--- src/logic/cgsf_pkg.sv ---
package cgsf_pkg;
	// Special function register addresses
	localparam logic [7:0]  CGSF_GIT_ADDR   = 8'h9B;
	localparam logic [7:0]  CGSF_GSTA_ADDR  = 8'hAA;
	localparam logic [7:0]  CGSF_GIT_RST    = 8'h00;
	localparam logic [7:0]  CGSF_GSTA_RST   = 8'h00;
	localparam logic [7:0]  CGSF_RDATA_NONE = 8'h00;

	// Status register bit positions
	localparam int CGSF_GSTA_OVL  = 6;
	localparam int CGSF_GSTA_TX   = 4;
	localparam int CGSF_GSTA_RX   = 3;
	localparam int CGSF_GSTA_EN   = 2;
	localparam int CGSF_GSTA_BUS_OFF_STATE = 1;
	localparam int CGSF_GSTA_ERROR_PASSIVE_STATE = 0;

	// Interrupt flag register bit positions
	localparam int CGSF_GIT_SUM  = 7;
	localparam int CGSF_GIT_TIM  = 5;
	localparam int CGSF_GIT_BUF  = 4;
	localparam int CGSF_GIT_SERR = 3;
	localparam int CGSF_GIT_CERR = 2;
	localparam int CGSF_GIT_FERR = 1;
	localparam int CGSF_GIT_AERR = 0;
	localparam int CGSF_NFLAGS   = 6;

	// Bus levels, timer wrap, stuffing, CRC, start-up delay
	localparam logic           CGSF_RECESSIVE = 1'b1;
	localparam logic           CGSF_DOMINANT  = 1'b0;
	localparam logic [15:0]    CGSF_TIMER_MAX = 16'hFFFF;
	localparam logic [15:0]    CGSF_TIMER_ZERO = 16'h0000;
	localparam logic [2:0]     CGSF_STUFF_MAX = 3'h5;
	localparam logic [2:0]     CGSF_RUN_ONE   = 3'h1;
	localparam int             CGSF_CRC_W     = 15;
	localparam logic [14:0]    CGSF_CRC_POLY  = 15'h4599;
	localparam logic [14:0]    CGSF_CRC_INIT  = 15'h0000;
	localparam int             CGSF_CLK_HZ    = 10_000_000;
	localparam int             CGSF_START_CLK_PERIODS = 2;
	localparam logic [1:0]     CGSF_START_LAST =
		2'(CGSF_START_CLK_PERIODS - 1);

	// Controller run state
	typedef enum logic [1:0]
	{
		CGSF_STANDBY  = 2'b00,
		CGSF_STARTING = 2'b01,
		CGSF_RUNNING  = 2'b10,
		CGSF_STOPPING = 2'b11
	} cgsf_ctl_e;

	// Activity levels from the protocol engine
	typedef struct packed
	{
		logic ovl_tx;
		logic frame_tx;
		logic ack_tx;
		logic ifs;
		logic tx_pending;
		logic rx_busy;
		logic bus_off;
		logic err_passive;
	} cgsf_engine_s;

	// One sampled bus bit with its field context
	typedef struct packed
	{
		logic valid;
		logic level;
		logic sof;
		logic stuff_zone;
		logic crc_zone;
		logic crc_check;
		logic form_zone;
		logic ack_slot;
		logic is_tx;
	} cgsf_rxbit_s;
endpackage

--- src/logic/cgsf_top.sv ---
// Function
// (RL1) Overload bit high while own overload sends
// (RL2) Tx-active bit high while any frame emitted
// (RL3) Tx-active also during spacing with pending frame
// (RL4) Rx-active bit high while receiving or monitoring
// (RL5) Enabled bit shows real state, lags command
// (RL6) Machine starts two clocks after enable command; machine_run rises four clocks after it here
// (RL7) Standby: transmit recessive, receiver held off
// (RL8) Four activity status bits never raise interrupts
// (RL9) Status register read-only, writes ignored
// (RL10) Reserved status bits undefined; never write ones
// (RL11) Summary bit equals OR of interrupt requests
// (RL12) Timer wrap from max to zero sets flag
// (RL13) Enabled timer flag interrupts until software clears
// (RL14) Buffer full sets overrun flag until cleared
// (RL15) CRC over destuffed frame, mismatch sets flag
// (RL16) Fixed-form field violation sets form flag
// (RL17) CRC and form flags interrupt, software clears
// (RL18) Six equal stuffed bits set stuff flag
// (RL19) Missing dominant ack sets ack flag
`timescale 1ns/1ps
module cgsf_top
(
	input  wire logic                  ref_clk,
	input  wire logic                  rst_b,
	input  wire logic [7:0]            sfr_addr,
	input  wire logic                  sfr_wr,
	input  wire logic                  sfr_rd,
	input  wire logic [7:0]            sfr_wdata,
	output logic      [7:0]            sfr_rdata,
	input  wire logic                  enable_standby_control,
	input  wire cgsf_pkg::cgsf_engine_s engine,
	input  wire logic                  engine_tx_level,
	input  wire cgsf_pkg::cgsf_rxbit_s rx_bit,
	input  wire logic [15:0]           can_timer,
	input  wire logic                  rx_buffer_full,
	input  wire logic                  timer_irq_enable,
	input  wire logic                  gen_err_irq_enable,
	input  wire logic                  buf_irq_enable,
	input  wire logic                  other_irq_req,
	output logic                       can_tx,
	output logic                       rx_enable,
	output logic                       machine_run,
	output logic                       can_irq,
	output logic      [7:0]            general_status,
	output logic      [7:0]            general_interrupt_flags
);
	import cgsf_pkg::*;

	logic                   rst_meta_q;
	logic                   rst_n;
	cgsf_ctl_e              ctl_q;
	logic [1:0]             start_cnt_q;
	logic                   running;
	logic                   frame_busy;
	logic [7:0]             gsta_q;
	logic [CGSF_NFLAGS-1:0] flag_set;
	logic [CGSF_NFLAGS-1:0] flag_clr;
	logic [CGSF_NFLAGS-1:0] flags_q;
	logic [15:0]            timer_prev_q;
	logic                   buf_full_q;
	logic                   last_level_q;
	logic [2:0]             run_q;
	logic                   same_level;
	logic                   stuff_err;
	logic [14:0]            crc_q;
	logic                   irq_d;
	logic                   irq_q;
	logic                   git_wr;

	// Reset synchroniser; only the second stage is used downstream
	always_ff @(posedge ref_clk or negedge rst_b)
	begin
		if (!rst_b)
		begin
			rst_meta_q <= 1'b0;
			rst_n      <= 1'b0;
		end
		else
		begin
			rst_meta_q <= 1'b1;
			rst_n      <= rst_meta_q;
		end
	end

	// A frame in flight must finish before standby is entered
	assign frame_busy = engine.frame_tx | engine.ack_tx | engine.ovl_tx |
		engine.rx_busy;

	// Enable/standby sequencing
	always_ff @(posedge ref_clk or negedge rst_n)
	begin
		if (!rst_n)
		begin
			ctl_q       <= CGSF_STANDBY;
			start_cnt_q <= '0;
		end
		else
		begin
			unique case (ctl_q)
				CGSF_STANDBY:
				begin
					start_cnt_q <= '0;
					if (enable_standby_control)
						ctl_q <= CGSF_STARTING;
				end
				CGSF_STARTING:
				begin
					start_cnt_q <= start_cnt_q + 2'h1;
					if (!enable_standby_control)
						ctl_q <= CGSF_STANDBY;
					else if (start_cnt_q == CGSF_START_LAST)
						ctl_q <= CGSF_RUNNING; // RL6
				end
				CGSF_RUNNING:
				begin
					if (!enable_standby_control)
						ctl_q <= CGSF_STOPPING;
				end
				CGSF_STOPPING:
				begin
					if (enable_standby_control)
						ctl_q <= CGSF_RUNNING;
					else if (!frame_busy)
						ctl_q <= CGSF_STANDBY;
				end
			endcase
		end
	end

	assign running = (ctl_q == CGSF_RUNNING) || (ctl_q == CGSF_STOPPING);

	// Pin side: recessive and receiver off whenever stopped
	always_ff @(posedge ref_clk or negedge rst_n)
	begin
		if (!rst_n)
		begin
			can_tx      <= CGSF_RECESSIVE;
			rx_enable   <= 1'b0;
			machine_run <= 1'b0;
		end
		else
		begin
			can_tx      <= running ? engine_tx_level : CGSF_RECESSIVE; // RL7
			rx_enable   <= running; // RL7
			machine_run <= running;
		end
	end

	// Status image, refreshed every cycle; reserved bits read zero
	always_ff @(posedge ref_clk or negedge rst_n)
	begin
		if (!rst_n)
			gsta_q <= CGSF_GSTA_RST;
		else
		begin
			gsta_q <= '0; // RL10
			gsta_q[CGSF_GSTA_OVL] <= running & engine.ovl_tx; // RL1
			gsta_q[CGSF_GSTA_TX]  <= running & (engine.frame_tx |
				engine.ovl_tx | engine.ack_tx | // RL2
				(engine.ifs & engine.tx_pending)); // RL3
			gsta_q[CGSF_GSTA_RX]   <= running & engine.rx_busy; // RL4
			gsta_q[CGSF_GSTA_EN]   <= running; // RL5
			gsta_q[CGSF_GSTA_BUS_OFF_STATE] <= engine.bus_off;
			gsta_q[CGSF_GSTA_ERROR_PASSIVE_STATE] <= engine.err_passive;
		end
	end

	// Timer wrap and buffer-full edge detectors
	always_ff @(posedge ref_clk or negedge rst_n)
	begin
		if (!rst_n)
		begin
			timer_prev_q <= CGSF_TIMER_ZERO;
			buf_full_q   <= 1'b0;
		end
		else
		begin
			timer_prev_q <= can_timer;
			buf_full_q   <= rx_buffer_full;
		end
	end

	// Run-length tracking of stuffed-region bus bits
	assign same_level = (rx_bit.level == last_level_q) && !rx_bit.sof;
	assign stuff_err  = rx_bit.valid && rx_bit.stuff_zone && same_level &&
		(run_q == CGSF_STUFF_MAX);

	always_ff @(posedge ref_clk or negedge rst_n)
	begin
		if (!rst_n)
		begin
			last_level_q <= CGSF_RECESSIVE;
			run_q        <= '0;
		end
		else if (rx_bit.valid)
		begin
			last_level_q <= rx_bit.level;
			// Bits outside the stuffed region never start a run
			// Saturate so a long recessive idle cannot wrap the count
			if (!rx_bit.stuff_zone)
				run_q <= '0;
			else if (!same_level)
				run_q <= CGSF_RUN_ONE;
			else if (run_q != CGSF_STUFF_MAX)
				run_q <= run_q + 3'h1;
		end
	end

	// Receive CRC, started on start of frame
	cgsf_crc15 u_crc
	(
		.clk    (ref_clk),
		.rst_n  (rst_n),
		.init   (rx_bit.valid & rx_bit.sof),
		.shift  (rx_bit.valid & rx_bit.crc_zone), // RL15
		.bit_in (rx_bit.level),
		.crc_q  (crc_q)
	);

	// Hardware set terms for the sticky flags
	always_comb
	begin
		flag_set = '0;
		flag_set[CGSF_GIT_TIM] = (timer_prev_q == CGSF_TIMER_MAX) &&
			(can_timer == CGSF_TIMER_ZERO); // RL12
		flag_set[CGSF_GIT_BUF]  = rx_buffer_full & ~buf_full_q; // RL14
		flag_set[CGSF_GIT_SERR] = stuff_err; // RL18
		flag_set[CGSF_GIT_CERR] = rx_bit.crc_check &&
			(crc_q != CGSF_CRC_INIT); // RL15
		flag_set[CGSF_GIT_FERR] = rx_bit.valid && rx_bit.form_zone &&
			(rx_bit.level == CGSF_DOMINANT); // RL16
		flag_set[CGSF_GIT_AERR] = rx_bit.valid && rx_bit.ack_slot &&
			rx_bit.is_tx && (rx_bit.level == CGSF_RECESSIVE); // RL19
	end

	// Software clears a flag by writing zero to it; status is never hit
	assign git_wr   = sfr_wr && (sfr_addr == CGSF_GIT_ADDR); // RL9
	assign flag_clr = git_wr ? ~sfr_wdata[CGSF_NFLAGS-1:0] : '0; // RL13 RL17

	cgsf_sticky #(.W(CGSF_NFLAGS)) u_flags
	(
		.clk   (ref_clk),
		.rst_n (rst_n),
		.set   (flag_set),
		.clr   (flag_clr),
		.q     (flags_q)
	);

	// Request sources; activity status bits are left out on purpose
	always_comb
	begin
		irq_d = (flags_q[CGSF_GIT_TIM] & timer_irq_enable) | // RL13 RL8
			(flags_q[CGSF_GIT_BUF] & buf_irq_enable) |
			((flags_q[CGSF_GIT_SERR] | flags_q[CGSF_GIT_CERR] |
			flags_q[CGSF_GIT_FERR] | flags_q[CGSF_GIT_AERR]) &
			gen_err_irq_enable) | // RL17
			other_irq_req;
	end

	// Summary bit and interrupt pin come from the same flop
	always_ff @(posedge ref_clk or negedge rst_n)
	begin
		if (!rst_n)
			irq_q <= 1'b0;
		else
			irq_q <= irq_d; // RL11
	end

	assign can_irq        = irq_q;
	assign general_status = gsta_q;

	always_comb
	begin
		general_interrupt_flags = CGSF_GIT_RST;
		general_interrupt_flags[CGSF_GIT_SUM] = irq_q; // RL11
		general_interrupt_flags[CGSF_NFLAGS-1:0] = flags_q;
	end

	// Registered read port; unmapped addresses read zero
	always_ff @(posedge ref_clk or negedge rst_n)
	begin
		if (!rst_n)
			sfr_rdata <= CGSF_RDATA_NONE;
		else if (sfr_rd)
		begin
			if (sfr_addr == CGSF_GIT_ADDR)
				sfr_rdata <= general_interrupt_flags;
			else if (sfr_addr == CGSF_GSTA_ADDR)
				sfr_rdata <= gsta_q;
			else
				sfr_rdata <= CGSF_RDATA_NONE;
		end
	end
endmodule

--- src/logic/cgsf_sticky.sv ---
`timescale 1ns/1ps
module cgsf_sticky
#(
	parameter int W = 6
)
(
	input  wire logic         clk,
	input  wire logic         rst_n,
	input  wire logic [W-1:0] set,
	input  wire logic [W-1:0] clr,
	output logic      [W-1:0] q
);
	// Set beats a clear in the same cycle so no event is lost
	always_ff @(posedge clk or negedge rst_n)
	begin
		if (!rst_n)
			q <= '0;
		else
			q <= (q & ~clr) | set;
	end
endmodule

--- src/logic/cgsf_crc15.sv ---
`timescale 1ns/1ps
module cgsf_crc15
(
	input  wire logic        clk,
	input  wire logic        rst_n,
	input  wire logic        init,
	input  wire logic        shift,
	input  wire logic        bit_in,
	output logic      [14:0] crc_q
);
	import cgsf_pkg::*;

	logic        fb;
	logic [14:0] crc_base;

	// Init folds into the first shifted bit
	always_comb
	begin
		crc_base = init ? CGSF_CRC_INIT : crc_q;
		fb       = bit_in ^ crc_base[CGSF_CRC_W-1];
	end

	// Feeding the received CRC field too leaves zero on a match
	always_ff @(posedge clk or negedge rst_n)
	begin
		if (!rst_n)
			crc_q <= CGSF_CRC_INIT;
		else if (shift)
			crc_q <= {crc_base[13:0], 1'b0} ^ (fb ? CGSF_CRC_POLY : '0);
		else if (init)
			crc_q <= CGSF_CRC_INIT;
	end
endmodule

--- config.mk ---
export PLATFORM = sky130hd
export DESIGN_NAME = cgsf_top
export DESIGN_NICKNAME = d
export VERILOG_FILES = /design/src/logic/cgsf_pkg.sv /design/src/logic/cgsf_top.sv /design/src/logic/cgsf_sticky.sv /design/src/logic/cgsf_crc15.sv
export SDC_FILE = /design/constraint.sdc
export NUM_CORES = 1
export LEC_CHECK = 0
export ABC_CLOCK_PERIOD_IN_PS = 2140
export BUFFER_PORTS_ARGS = -buffer_cell sky130_fd_sc_hd__buf_2
export CELL_PAD_IN_SITES_DETAIL_PLACEMENT = 1
export CELL_PAD_IN_SITES_GLOBAL_PLACEMENT = 1
export CORE_MARGIN = 8
export CORE_UTILIZATION = 38
export DETAILED_ROUTE_END_ITERATION = 10
export PLACE_DENSITY_LB_ADDON = 0.1
export SLEW_MARGIN = 20
export SYNTH_ARGS = -nofsm -noshare
export SYNTH_HDL_FRONTEND = slang
export SYNTH_SLANG_ARGS = --single-unit
--- constraint.sdc ---
create_clock -name ref_clk -period 2.14 [get_ports ref_clk]
set_input_delay 0.107 -clock ref_clk [delete_from_list [all_inputs] [get_ports ref_clk]]
set_output_delay 0.107 -clock ref_clk [all_outputs]
set_load 0.01 [all_outputs]
==> out/results.ini <==
[synthesis]
synth_area_mm2 = 0.00276
ys.flop_type = dfrtp_1
synthCells = 251
synth_top_family_by_area = simple AND/OR/NAND/NOR gates
yosys.area_share.simple_pct = 18.6
synth.distinct_cells = 48
yosysWarnings = 0
synthAdderAreaFrac_pct = 1.36
synth_mux_area_share_pct = 0.407
synthXorXnorAreaFrac_pct = 2.54
synth_enable_flop_cells = 0
synth-seq-cells = 64
synth_area_leaders = dfrtp_1 56%, nand2_1 4.8%, a21oi_1 2.5%, xnor2_1 2.5%, o21ai_0 2.2%
synth-seq-area-share_pct = 58.0
synth_top_area_cell = dfrtp_1
synth_top_area_share_pct = 56.1
async_flop_share_pct = 100
syn_area_per_cell_um2 = 11.0
synth_compound_area_share_pct = 14.1

[placement]
dp_cells = 418
dp_hpwl_um = 5530
gp_congestion = 0.781
portBuffers = 82
dpl_cell_area_mm2 = 0.00322

[power_and_ir_drop]
pwr-share-clk_pct = 41.9
p_switching_w = 0.000746
p_seq_share_pct = 45.6
powerDensity_mw_per_mm2 = 805
p_leak_nw = 1.68
p_comb_share_pct = 12.5
total_power_w = 0.00301
p_sw_share_pct = 24.8
p_int_w = 0.00226
ir_drop_mv = 0.383

[run]
cap_violations = 0

[worst_setup_path]
worstSetupEndpointType = register
cp.arrival_ps = 2230
cp-start-kind = register
cp_top_family = buffers and inverters
worst-path-max-fanout = 5
cp_slowest_cell = dlygate4sd3_1
cp_slowest_stage_delay_ps = 590
cp_data_required_time_ps = 2360
cpMostUsedCell = dlygate4sd3_1
crit_path_cell_trace = a221oi_1 -> dlygate4sd3_1 -> nand2_1 -> dlygate4sd3_1
worst-path-buf-inv = 2
path_class = reg -> reg

[route]
dr_wl_met3_um = 373
finalWirelength_um = 7610
drt-wirelength-per-cell_um = 16.5
route.met2.wl_um = 4080
avgViaCountPerCell = 5.07
drt_iter0_markers = 73
wl_met1_um = 3100
top_layer_used = met4
ant_nets = 0
drtPass1Iterations = 5
vias = 2339
detail_route.drc_violations = 0

[floorplan]
rows = 31
die-area_mm2 = 0.0103
coreArea_mm2 = 0.00714
die_w_um = 101
start_util_pct = 38.7
die_h_um = 101
ios = 88

[cts]
cts.sink_count = 64
clk_path_buf_depth = 2
clockRootBuffer = clkbuf_8
cts_tree = yes
insertion_delay_ps = 330
cts-resized-gates = 0
path_clk_slew_ps = 70
cts_buffers = 9
ctsHtreeMaxLevel = 3

[cells_and_area]
multi_input_area_mm2 = 0.00104
stdcell_area_mm2 = 0.00374
antennaDiodeCount = 0
fill_cells = 844
seq_area_mm2 = 0.00161
drive_gt1_share_pct = 30.1
fin_nets = 420
areaGrowthSynthToFinish_pct = 35.2
final_cells = 461

[global_route]
grt_usage_pct = 16.3
antenna_found_initial = 0
grt_overflow = 0
grt_start_max_net_pins = 63
grt_pass1_vias = 2631
grt_pass1_wl_um = 13000

[sta]
tightest_slew_ps = 598
maxSlewHeadroom_pct = 59.7
max_freq_mhz = 497
hold_slack_ps = 36.0
final_hold_viol_count = 0
drv_slew = 0
finalCriticalPeriod_ps = 2010
fin_crit_sh_pct = 94.1
setup_tns_ps = 0
rsz0062_at_grt = no
fin_skew_ps = 5.51
setup_viol = 0

[status]
status = finished, final reports clean

[hold_path]
min_path_type = in -> reg

-- cell usage after synthesis, drive strengths merged (5+ instances only) --
cell type and count:
dfrtp 62, nand2 35, a21oi 14, buf 14, o21ai 13, nor2b 9
xnor2 8, inv 7, nand4 7, nor4 7, a221o 5, and2 5
nand2b 5, nor2 5, o211ai 5
-- per-layer routing --
layer	vias up	track usage, %
met5	-	0
met4	0	4.93
met3	4	5.15
met2	51	28.8
met1	1188	18.2
li1	1096	-
-- final cells by class --
class                           count  share of cell area [%]
Timing Repair Buffer              110                    18.7
Clock inverter                      7                    3.18
Multi-Input combinational cell    165                    27.8
Inverter                            7                   0.703
Sequential cell                    64                    43.0
Clock buffer                        9                    3.31
Tap cell                           99                    3.31
-- path summary, 6_finish.rpt --
path / start / endpoint / slack, ps / cells after the start
min in group asynchronous: rst_b / rst_meta_q / 90 / 2
max in group asynchronous: rst_n / can_tx / 1550 / 1
worst max register to register: u_flags.q[4] / can_irq / 130 / 4
worst min-delay path: enable_standby_control / register / 40 / 3
worst min register to register: rst_n / u_crc.crc_q[10] / 280 / 1
worst max-delay path: u_flags.q[4] / can_irq / 130 / 4
-- power groups by stage --
stage / logic [W] / clock network, W / registers, W
3_3_place_gp: 0.000330 / 0 / 0.00139
2_1_floorplan: 0.000209 / 0 / 0.00139
6_report: 0.000376 / 0.00126 / 0.00137
5_1_grt: 0.000430 / 0.00135 / 0.00139
4_1_cts: 0.000383 / 0.00129 / 0.00137
3_5_place_dp: 0.000345 / 0 / 0.00139
-- placed cells by master, fill, tap and decap left out, types with 5 or more instances in the layout --
| cell | Yosys | routed |
|---|---|---|
| buf_2 | 7 | 82 |
| clkbuf_8 | 0 | 9 |
| o211ai_1 | 5 | 5 |
| nor2_1 | 5 | 5 |
| a21oi_1 | 14 | 14 |
| nand2b_1 | 5 | 5 |
| dlygate4sd3_1 | 0 | 27 |
| xnor2_1 | 8 | 8 |
| nand4_1 | 7 | 7 |
| nor4_1 | 7 | 7 |
| a221o_1 | 5 | 5 |
| nand2_1 | 35 | 35 |
| inv_1 | 7 | 7 |
| and2_1 | 5 | 5 |
| o21ai_0 | 12 | 12 |
| nor2b_1 | 9 | 9 |
| dfrtp_1 | 62 | 61 |
-- kinds of logic (layout without fill, tap and decap cells) --
kind of cell / Yosys count / after routing
flip-flops: 64 / 64
XOR/XNOR: 8 / 8
other: 2 / 4
AND/OR/NAND/NOR: 92 / 92
multiplexers: 1 / 1
AO/OA/AOI/OAI: 57 / 57
adder cells (fa/ha/maj): 3 / 3
buffers and inverters: 24 / 133
-- worst reg2reg max path, cell delays in order (launching register included) --
cell and delay (ps):
dfrtp_1 430, a221oi_1 280, dlygate4sd3_1 590, nand2_1 50, dlygate4sd3_1 560
-- sequential cells by signal, indices dropped and copies added, names as in the netlist, named ones only --
signal and count:
rst_n 1, run_q 3, sfr_rdata 8, u_crc.crc_q 15, general_status 6, can_tx 1
ctl_q 1, timer_prev_q 16, buf_full_q 1, u_flags.q 6, last_level_q 1, can_irq 1
start_cnt_q 2, rst_meta_q 1
-- what timing repair did --
action	4_1_cts	5_1_grt
hold endpoints to repair	26	0
buffers inserted	0	0
hold buffers	27	0
endpoints found under the setup margin	0	0
-- per-stage QoR --
step           util, %  worst slack, ps
3_5_place_dp      45.2              731
6_report          52.4              126
3_3_place_gp      45.2              725
4_1_cts           52.4              121
2_1_floorplan        -              230
5_1_grt           52.4             4.15
Power figures use the tool's default switching activity.
